**config.mk**
```make
export PLATFORM = sky130hd
export DESIGN_NAME = lfhp_host_port
export DESIGN_NICKNAME = d
export VERILOG_FILES = /design/src/lfhp_pkg.sv /design/src/lfhp_reg4.sv /design/src/lfhp_host_port.sv
export VERILOG_INCLUDE_DIRS = /design/src
export SDC_FILE = /design/constraint.sdc
export NUM_CORES = 1
export LEC_CHECK = 0
export BUFFER_PORTS_ARGS = -buffer_cell sky130_fd_sc_hd__buf_2
export CORE_ASPECT_RATIO = 1.5
export CORE_MARGIN = 8
export CORE_UTILIZATION = 25
export DETAILED_ROUTE_END_ITERATION = 6
export PLACE_DENSITY_LB_ADDON = 0.12
export RECOVER_POWER = 100
export SYNTH_ARGS = -nofsm -noshare
export SYNTH_HDL_FRONTEND = slang
export SYNTH_SLANG_ARGS = --single-unit
export TNS_END_PERCENT = 100
```
**constraint.sdc**
```tcl
create_clock -name clk_i -period 1.35 [get_ports clk_i]
set_input_delay 0.0675 -clock clk_i [delete_from_list [all_inputs] [get_ports clk_i]]
set_output_delay 0.0675 -clock clk_i [all_outputs]
set_load 0.01 [all_outputs]
```
**src/lfhp_consts.svh**
```systemverilog
// Purpose: constants for the line feed host port
// Assumes: included by bare name
// Notes:   offsets, field positions, reset values and timing counts
`ifndef LFHP_CONSTS_SVH
`define LFHP_CONSTS_SVH

`define LFHP_SEL_OFFSET       1'h0
`define LFHP_ENREQ_OFFSET     1'h1
`define LFHP_IRQ_EN_BIT       3
`define LFHP_CODE_MSB         2
`define LFHP_SEL_RESET        4'h0
`define LFHP_ENREQ_RESET      4'h0
`define LFHP_CODE_PWRON       3'h0
`define LFHP_CODE_OPENLP      3'h1
`define LFHP_CODE_CUROVL      3'h2
`define LFHP_CODE_ENCTL       3'h3
`define LFHP_CODE_RSV0        3'h4
`define LFHP_CODE_RSV1        3'h5
`define LFHP_CODE_ENREQ       3'h6
`define LFHP_CODE_THERM       3'h7
`define LFHP_CLK_MHZ          250
`define LFHP_REREAD_WAIT_US   1000
`define LFHP_REREAD_WAIT_CYC  (`LFHP_REREAD_WAIT_US * `LFHP_CLK_MHZ)

`endif

```
**src/lfhp_pkg.sv**
```systemverilog
// Purpose: types for the line feed host port
// Assumes: constants come from lfhp_consts.svh
// Notes:   status selection codes as an enum
package lfhp_pkg;
   typedef enum logic [2:0] {
      LFHP_STAT_PWRON  = 3'b000,
      LFHP_STAT_OPENLP = 3'b001,
      LFHP_STAT_CUROVL = 3'b010,
      LFHP_STAT_ENCTL  = 3'b011,
      LFHP_STAT_RSV0   = 3'b100,
      LFHP_STAT_RSV1   = 3'b101,
      LFHP_STAT_ENREQ  = 3'b110,
      LFHP_STAT_THERM  = 3'b111
   } lfhp_status_sel_t;

   typedef enum logic [1:0] {
      LFHP_ACC_IDLE  = 2'b00,
      LFHP_ACC_WRITE = 2'b01,
      LFHP_ACC_READ  = 2'b10
   } lfhp_access_t;
endpackage

```
**src/lfhp_reg4.sv**
```systemverilog
// Purpose: four-bit register with load strobe
// Assumes: asynchronous active-low reset
// Notes:   used for the select and enable request registers
`timescale 1ns/1ps
module lfhp_reg4 #(
   parameter logic [3:0] RESET_VAL = 4'h0
) (
   input  wire logic       clk_i,
   input  wire logic       arst_n_i,
   input  wire logic       load_i,
   input  wire logic [3:0] data_i,
   output logic      [3:0] q_o
);
   logic [3:0] q_d;
   logic [3:0] q_q;

   always_comb begin
      q_d = load_i ? data_i : q_q;
   end

   always_ff @(posedge clk_i or negedge arst_n_i) begin
      if (!arst_n_i) begin
         q_q <= RESET_VAL;
      end else begin
         q_q <= q_d;
      end
   end

   assign q_o = q_q;
endmodule

```
**src/lfhp_host_port.sv**
```systemverilog
// Operation
// [RL1] low select bits pick status type read
// [RL2] select bit three enables interrupt generation
// [RL3] interrupt low when any overload and enabled
// [RL4] interrupt high once all overload flags low
// [RL5] reset input low forces interrupt high
// [RL6] select-low read returns stored selection code
// [RL7] read bit three shows over-temperature flag
// [RL8] decode strobes; chip select high means nothing
// [RL9] select-high read returns chosen status bits
// [RL10] enable request bits per channel, copied on accept
// [RL11] register select latched on address strobe fall
// [RL12] host waits 1 ms before status reread
// [RL13] data bus undriven while chip select high
// [RL14] drive only on read; reserved codes zero
//
// Purpose: four-bit processor port of a quad line feed controller
// Assumes: strobes are synchronous to clk_i; detectors are inputs
// Notes:   write takes effect on the write strobe rising edge
`timescale 1ns/1ps
`include "lfhp_consts.svh"
module lfhp_host_port (
   input  wire logic       clk_i,
   input  wire logic       arst_n_i,
   input  wire logic       reset_in_n_i,
   input  wire logic       chip_select_n_i,
   input  wire logic       read_strobe_n_i,
   input  wire logic       write_strobe_n_i,
   input  wire logic       register_select_i,
   input  wire logic       addr_latch_i,
   input  wire logic       addr_latch_tied_i,
   input  wire logic [3:0] data_i,
   input  wire logic [3:0] power_on_phase_flag_i,
   input  wire logic [3:0] open_loop_flag_i,
   input  wire logic [3:0] current_overload_flag_i,
   input  wire logic [3:0] thermal_overload_flag_i,
   input  wire logic [3:0] request_accept_i,
   input  wire logic       over_temp_i,
   output logic      [3:0] data_o,
   output logic      [3:0] data_oe_o,
   output logic      [3:0] enable_request_o,
   output logic      [3:0] enable_control_o,
   output logic            interrupt_out_n_o
);
   logic [3:0] sel_reg;
   logic [3:0] enreq_reg;
   logic       ale_q, ale_d;
   logic       rsel_q, rsel_d;
   logic       rsel_eff;
   logic       wr_q, wr_d;
   logic       wr_fire;
   logic       sel_load, enreq_load;
   logic [3:0] wdat_q, wdat_d;
   logic [3:0] dout_q, dout_d;
   logic [3:0] doe_q, doe_d;
   logic [3:0] lec_q, lec_d;
   logic       irq_n_q, irq_n_d;
   logic [3:0] status_word;
   lfhp_pkg::lfhp_access_t acc;

   // selected address: latched on strobe fall, or live when strobe is tied
   assign rsel_eff = addr_latch_tied_i ? register_select_i : rsel_q; // [RL11]

   always_comb begin
      ale_d  = addr_latch_i;
      rsel_d = rsel_q;
      if (ale_q && !addr_latch_i) begin
         rsel_d = register_select_i; // [RL11]
      end
   end

   // access decode; no access at all while chip select is high
   always_comb begin
      acc = lfhp_pkg::LFHP_ACC_IDLE;
      if (!chip_select_n_i) begin // [RL8]
         if (read_strobe_n_i && !write_strobe_n_i) begin
            acc = lfhp_pkg::LFHP_ACC_WRITE;
         end else if (!read_strobe_n_i && write_strobe_n_i) begin
            acc = lfhp_pkg::LFHP_ACC_READ;
         end
      end
   end

   // commit on strobe release so data settled during the whole pulse counts
   always_comb begin
      wr_d   = (acc == lfhp_pkg::LFHP_ACC_WRITE);
      wdat_d = wr_d ? data_i : wdat_q;
   end
   assign wr_fire    = wr_q && (acc != lfhp_pkg::LFHP_ACC_WRITE);
   assign sel_load   = wr_fire && (rsel_eff == `LFHP_SEL_OFFSET);   // [RL8]
   assign enreq_load = wr_fire && (rsel_eff == `LFHP_ENREQ_OFFSET); // [RL8] [RL10]

   lfhp_reg4 #(
      .RESET_VAL (`LFHP_SEL_RESET)
   ) u_sel (
      .clk_i    (clk_i),
      .arst_n_i (arst_n_i),
      .load_i   (sel_load),
      .data_i   (wdat_q),
      .q_o      (sel_reg)
   );

   lfhp_reg4 #(
      .RESET_VAL (`LFHP_ENREQ_RESET)
   ) u_enreq (
      .clk_i    (clk_i),
      .arst_n_i (arst_n_i),
      .load_i   (enreq_load),
      .data_i   (wdat_q),
      .q_o      (enreq_reg)
   );

   // status multiplexer by selection code
   always_comb begin
      case (lfhp_pkg::lfhp_status_sel_t'(sel_reg[`LFHP_CODE_MSB:0])) // [RL1]
         lfhp_pkg::LFHP_STAT_PWRON:  status_word = power_on_phase_flag_i;
         lfhp_pkg::LFHP_STAT_OPENLP: status_word = open_loop_flag_i;
         lfhp_pkg::LFHP_STAT_CUROVL: status_word = current_overload_flag_i;
         lfhp_pkg::LFHP_STAT_ENCTL:  status_word = lec_q;
         lfhp_pkg::LFHP_STAT_ENREQ:  status_word = enreq_reg;
         lfhp_pkg::LFHP_STAT_THERM:  status_word = thermal_overload_flag_i;
         default:                    status_word = 4'h0; // [RL14]
      endcase
   end

   // read data path, driven only during a read
   always_comb begin
      dout_d = 4'h0;
      doe_d  = 4'h0; // [RL13]
      if (acc == lfhp_pkg::LFHP_ACC_READ) begin // [RL14]
         doe_d = 4'hf;
         if (rsel_eff == `LFHP_SEL_OFFSET) begin
            dout_d = {over_temp_i, sel_reg[`LFHP_CODE_MSB:0]}; // [RL6] [RL7]
         end else begin
            dout_d = status_word; // [RL9]
         end
      end
   end

   // accepted requests move into the control register; reset input clears it
   always_comb begin
      lec_d = lec_q;
      for (int i = 0; i < 4; i++) begin
         if (request_accept_i[i]) begin
            lec_d[i] = enreq_reg[i]; // [RL10]
         end
      end
      if (!reset_in_n_i) begin
         lec_d = 4'h0;
      end
   end

   // interrupt: level, follows current overload flags
   always_comb begin
      irq_n_d = 1'b1; // [RL4]
      if (reset_in_n_i && sel_reg[`LFHP_IRQ_EN_BIT] && |current_overload_flag_i) begin // [RL5]
         irq_n_d = 1'b0; // [RL2] [RL3]
      end
   end

   always_ff @(posedge clk_i or negedge arst_n_i) begin
      if (!arst_n_i) begin
         ale_q   <= 1'b1;
         rsel_q  <= 1'b0;
         wr_q    <= 1'b0;
         wdat_q  <= 4'h0;
         dout_q  <= 4'h0;
         doe_q   <= 4'h0;
         lec_q   <= 4'h0;
         irq_n_q <= 1'b1;
      end else begin
         ale_q   <= ale_d;
         rsel_q  <= rsel_d;
         wr_q    <= wr_d;
         wdat_q  <= wdat_d;
         dout_q  <= dout_d;
         doe_q   <= doe_d;
         lec_q   <= lec_d;
         irq_n_q <= irq_n_d;
      end
   end

   assign data_o            = dout_q;
   assign data_oe_o         = doe_q;
   assign enable_request_o  = enreq_reg;
   assign enable_control_o  = lec_q;
   assign interrupt_out_n_o = irq_n_q;

   property p_irq_assert;
      @(posedge clk_i) disable iff (!arst_n_i)
         (reset_in_n_i && sel_reg[3] && |current_overload_flag_i) |=> !interrupt_out_n_o;
   endproperty
   a_irq_assert: assert property (p_irq_assert) else $error("interrupt not asserted"); // [RL3]

   property p_irq_release;
      @(posedge clk_i) disable iff (!arst_n_i)
         (current_overload_flag_i == 4'h0) |=> interrupt_out_n_o;
   endproperty
   a_irq_release: assert property (p_irq_release) else $error("interrupt not released"); // [RL4]

   property p_irq_reset;
      @(posedge clk_i) disable iff (!arst_n_i)
         !reset_in_n_i |=> interrupt_out_n_o;
   endproperty
   a_irq_reset: assert property (p_irq_reset) else $error("interrupt active in reset"); // [RL5]

   property p_irq_disabled;
      @(posedge clk_i) disable iff (!arst_n_i)
         !sel_reg[3] |=> interrupt_out_n_o;
   endproperty
   a_irq_disabled: assert property (p_irq_disabled) else $error("interrupt while disabled"); // [RL2]

   property p_no_drive_cs;
      @(posedge clk_i) disable iff (!arst_n_i)
         chip_select_n_i |=> (data_oe_o == 4'h0);
   endproperty
   a_no_drive_cs: assert property (p_no_drive_cs) else $error("bus driven without select"); // [RL13]

   property p_drive_on_read;
      @(posedge clk_i) disable iff (!arst_n_i)
         (data_oe_o != 4'h0)
         |-> ($past(chip_select_n_i) == 1'b0 && $past(read_strobe_n_i) == 1'b0);
   endproperty
   a_drive_on_read: assert property (p_drive_on_read) else $error("bus driven outside read"); // [RL14]

   property p_read_sel;
      @(posedge clk_i) disable iff (!arst_n_i)
         (acc == lfhp_pkg::LFHP_ACC_READ && rsel_eff == 1'b0)
         |=> (data_o == {$past(over_temp_i), $past(sel_reg[2:0])});
   endproperty
   a_read_sel: assert property (p_read_sel) else $error("select read data wrong"); // [RL7]

   property p_read_status;
      @(posedge clk_i) disable iff (!arst_n_i)
         (acc == lfhp_pkg::LFHP_ACC_READ && rsel_eff && sel_reg[2:0] == 3'h2)
         |=> (data_o == $past(current_overload_flag_i));
   endproperty
   a_read_status: assert property (p_read_status) else $error("status read data wrong"); // [RL9]

   property p_read_rsv;
      @(posedge clk_i) disable iff (!arst_n_i)
         (acc == lfhp_pkg::LFHP_ACC_READ && rsel_eff && sel_reg[2:1] == 2'b10)
         |=> (data_o == 4'h0);
   endproperty
   a_read_rsv: assert property (p_read_rsv) else $error("reserved code not zero"); // [RL1]

   property p_enreq_write;
      @(posedge clk_i) disable iff (!arst_n_i)
         enreq_load |=> (enable_request_o == $past(wdat_q));
   endproperty
   a_enreq_write: assert property (p_enreq_write) else $error("request write lost"); // [RL10]

   c_sel_write:  cover property (@(posedge clk_i) sel_load);
   c_enreq:      cover property (@(posedge clk_i) enreq_load);
   c_irq:        cover property (@(posedge clk_i) !interrupt_out_n_o);
   c_stat_read:  cover property (@(posedge clk_i) data_oe_o != 4'h0 && rsel_eff);
endmodule

```
Yosys cells after proc, flatten, opt, wreduce, memory -nomap -nowiden
Index checks and enable logic that the tools add are counted.

Bits in registers: 28. Bits in latches: 0. Bits in writable memories: 0. ROM bits: 0. Output and inout bits: 17. Logic and storage cells: 53. Memories: 0.

Add/sub/neg operators: 0. Multiply operators: 0. Divide/modulo/power cells: 0. Order comparisons: 0. Equal/unequal tests: 12. Shifts and indexed selects: 0. Mux-type cells: 14. Bitwise logic cells: 1. Reductions and logical operators: 13.

Operators by type and width (number): 4-bit case mux with 6 select lines (1); 4-bit two-way mux (4); 2-bit by 1-bit != test with 1-bit output, second input constant (5); 1-bit logical AND (8); 3-bit by 2-bit equality test with 1-bit output, second input constant (2); 3-bit equality test, second input constant (2); 1-bit two-way mux (6); 2-bit two-way mux (3); 4-bit OR reduction (1); 3-bit by 1-bit equality test with 1-bit output, second input constant (1); 1-bit zero test (3); 3-bit zero test (1); 2-bit by 1-bit equality test with 1-bit output, second input constant (1); 2-bit equality test, second input constant (1); 1-bit NOT (1).

Longest topological paths before layout
Depth after elaboration: 8. Depth in mapped cells: 6. Depth with buffers taken out: 4.

By module
A second synthesis with hierarchy kept.

Cell total of the unflattened synthesis: 98. Area, all modules: 1227.4 µm².

Modules (own cells, without submodules): lfhp_host_port (instances 1, cells each 82, area an instance 937.1 µm², seq. area each 427.9 µm²); lfhp_reg4 (instances 2, cells each 8, area an instance 145.1 µm², seq. area each 100.1 µm²).

Least setup slack after synthesis
OpenSTA, ideal clock, no wires.

Path kind: register to register. Start: register rsel_q. End: register u_enreq.q_q[0], in the netlist u_enreq.q_o[0]. Setup time: 125 ps. Arrival time: 1100 ps. Data required time: 1225 ps. Setup slack: 125 ps. Cell stages (with the launch flop): 4. Path buffers: 0. Cells stage by stage: dfrtp_1 > mux2_4 > nand3b_4 > mux2_4.

Longest elaborated chain between the ends: 2.

RTL lines: start: declaration (line lfhp_host_port.sv:48) `logic rsel_q, rsel_d;`; start signal: assignment (line lfhp_host_port.sv:173) `rsel_q <= rsel_d;`; 1-bit two-way mux (line lfhp_host_port.sv:62) `assign rsel_eff = addr_latch_tied_i ? register_select_i : rsel_q;`; 1-bit logical AND (line lfhp_host_port.sv:91) `` assign enreq_load = wr_fire && (rsel_eff == `LFHP_ENREQ_OFFSET); ``; end signal: assignment (line lfhp_reg4.sv:25) `q_q <= q_d;`; end: declaration (line lfhp_reg4.sv:15) `logic [3:0] q_q;`.

No other way between the ends. A chain may end at the register's enable or synchronous reset.

Worst setup path after layout
Start: register rsel_q. End: register u_enreq.q_q[3], in the netlist u_enreq.q_o[3].

Same word-level chain as after synthesis.

==> results.toml <==
[critical_path]
worstPathBufferInverterCount = 0
worstSetupPathType = "reg2reg"
reg2reg_depth = 3
required_ns = 1.52
critical_path_arrival_ns = 1.45
end_kind = "flip-flop"
cpMostUsedCell = "mux2_4"
reg2reg_slack_ns = 0.07
worst_path_max_delay_cell = "dfrtp_1"
critPathMaxFanout = 4
r2r_start = "rsel_q"
start_kind = "flip-flop"
path_cells = "mux2_4 -> nand3b_4 -> mux2_4"
critPathMaxStageDelay_ns = 0.42
worstReg2RegEnd = "u_enreq.q_o[3]"
cpLargestDelayFamily = "multiplexers"

[clock_tree]
cts_tree = "done"
cts_sinks = 25
clk_latency_ns = 0.27
cts_inserted_buffers = 3
htree_levels = 1
cts-root-buf = "clkbuf_8"
clock_path_buffers = 2
path_clk_slew_ns = 0.09

[final_layout]
multi_input_area_sq_um = 592
antenna_cells = 0
seq_area_sq_um = 631
fin_nets = 190
layout-drive-gt1-share_pct = 40.6
fillers = 561
area_delta_synth_final_pct = 28.6
final_cells = 223

[hold_path]
min_to = "wdat_q[0]"
min-delay-start = "data_i[0]"
hold_depth = 2
worst_hold_path_type = "in2reg"

[power]
p_leak_nw = 0.780
ir_worst_vdd_mv = 0.561
p_clk_share_pct = 19.3
powerDensity_nw_per_um2 = 1450
sw_frac_of_total_pct = 34.1
seqPwrFrac_pct = 46.0
combPwrFrac_pct = 34.7
power_switching_w = 0.000820
p_int_w = 0.00158

[sta]
clock.fmax_mhz = 778
timing.final.crit_share_pct = 95.2
period_needed_ns = 1.28
grt_setup_unrepaired = "false"
fin_skew_ns = 0.00223
max_slew_margin_pct = 56.8
timing.final.ws_setup_ns = 0.0651
whs_ns = 0.0197
setup_violations = 0
hold_violations = 0
slew_viol_final = 0
worst_pin_slew_ns = 0.648

[logic_synthesis]
synth_area_leaders = "dfrtp_1, mux2_4, mux2i_1"
synth.yosys.seq_area_share_pct = 48.6
syn-num-nets = 133
yosysTopAreaCell = "dfrtp_1"
syn_inst = 99
synth_cell_types = 25
syn_area_sq_um = 1290
post_synth.cell_area_avg_sq_um = 13.1
synth_seq_cells = 25
yosysWarnings = 0
yosys.area.top_type_share_pct = 44.5

[floorplanning]
start_util_pct = 25.4
chipWidth_microns = 74.7
core_sq_um = 5080
die_h_microns = 104
dieArea_sq_um = 7770
rows = 32
io_pins = 51

[global_routing]
grt_remaining_overflow = 0
grt_max_degree = 26
antenna_found_initial = 0
grt_pass1_vias = 1068
grt_usage_pct = 9.61
grt_pass1_wl_mm = 5.66

[route]
drt_iter0_markers = 29
postRouteAntennaNets = 0
first_pass_iters = 4
drc = 0
vias = 973
wl_mm = 3.44
drt-wirelength-per-cell_microns = 15.4
via_per_inst = 4.36

[placement]
port_buffers = 50
globalplace.congestion = 0.769
dp_hpwl_mm = 2.78
pre_cts_ws_ns = -0.0636
dp.cells = 215

[job]
cap_viol_max_count = 0

[run_status]
outcome = "finished, final reports clean"
[per-layer routing]
metal  wire, microns  up-vias  GRT usage [%]
met5               0        -              0
met4              59        0           4.23
met3             225        5           2.32
met2            1770       32           16.0
met1            1390      468           11.1
li1                -      468              -
[kinds of logic (layout without fill, tap and decap cells)]
family | count (synthesis) | count (layout) | share of synthesized area [%]
simple gates | 25 | 25 | 13.4
mux | 28 | 28 | 26.6
buf+inv | 9 | 65 | 4.74
flops | 25 | 25 | 48.6
compound gates | 12 | 12 | 6.68
[synth_stat cells]
library cell,instances
nor3b_4,1
dfrtp_1,23
o211ai_1,1
nand3_1,7
inv_1,2
buf_2,1
or4_1,1
nor3_1,2
mux2i_1,13
o31ai_2,1
buf_6,1
buf_4,5
a221oi_1,3
nand2_1,2
mux2_2,5
nand3b_4,2
mux2_4,9
nand3b_1,1
mux2i_4,1
a22oi_1,1
nor2_1,4
nor2b_1,5
a211oi_1,1
dfstp_2,2
o21ai_0,5
[power by group through the flow]
stage | sequential [W] | combinational, W | clock [W]
6_report | 0.00111 | 0.000835 | 0.000464
5_1_grt | 0.00115 | 0.000929 | 0.000531
4_1_cts | 0.00112 | 0.000812 | 0.000493
3_5_place_dp | 0.00113 | 0.000807 | 0
3_3_place_gp | 0.00112 | 0.000799 | 0
2_1_floorplan | 0.00106 | 0.000577 | 0
[sequential cells by signal, indices dropped and copies added, names as in the netlist]
register / count
ale_q: 1
data_o: 4
data_oe_o: 1
enable_control_o: 4
interrupt_out_n_o: 1
rsel_q: 1
u_enreq.q_o: 4
u_sel.q_o: 4
wdat_q: 4
wr_q: 1
[how the worst max path moves through the flow]
stage	start	endpoint	cells after the start
floorplan	rsel_q	u_enreq.q_o[0]	3
global placement	u_sel.q_o[2]	data_o[3]	4
detailed placement	u_sel.q_o[2]	data_o[0]	4
CTS	u_sel.q_o[0]	data_o[3]	4
global route	u_sel.q_o[2]	data_o[0]	4
finish	rsel_q	u_enreq.q_o[3]	3
[timing repair]
item | 4_1_cts | 5_1_grt
resized for setup | 2 | 7
pin swaps | 0 | 4
setup buffers | 0 | 2
hold endpoints to repair | 24 | 0
setup endpoints to repair | 3 | 3
hold buffers | 2 | 0
[per-stage QoR]
step / utilization (%) / instance area, sq um / total power [W] / setup TNS, ns
after global placement: 31.7 / 1610 / 0.00192 / -0.0713
final: 32.7 / 1660 / 0.00240 / 0
after global routing: 32.7 / 1660 / 0.00261 / 0
after CTS: 33.1 / 1680 / 0.00242 / 0
after floorplan: - / 1290 / 0.00164 / 0
after detailed placement: 31.7 / 1610 / 0.00193 / -0.142
[layout make-up]
cell class | instances | area share [%]
clock buffer | 3 | 2.48
clock inverter | 1 | 0.452
inverter | 2 | 0.452
multi-input combinational | 65 | 35.6
sequential | 25 | 38.0
tap | 68 | 5.12
timing repair buffer | 59 | 17.9
[layout by cell type (no fill, tap or decap), types with 3 or more instances in the layout]
| master | count |
|---|---|
| nor2b_1 | 5 |
| o21ai_1 | 4 |
| clkbuf_8 | 3 |
| buf_4 | 5 |
| buf_2 | 29 |
| clkbuf_1 | 21 |
| nand3_1 | 7 |
| mux2i_1 | 13 |
| nor2_1 | 4 |
| mux2_4 | 8 |
| dfrtp_1 | 21 |
| mux2_2 | 5 |
(Power assumes the default switching activity.)
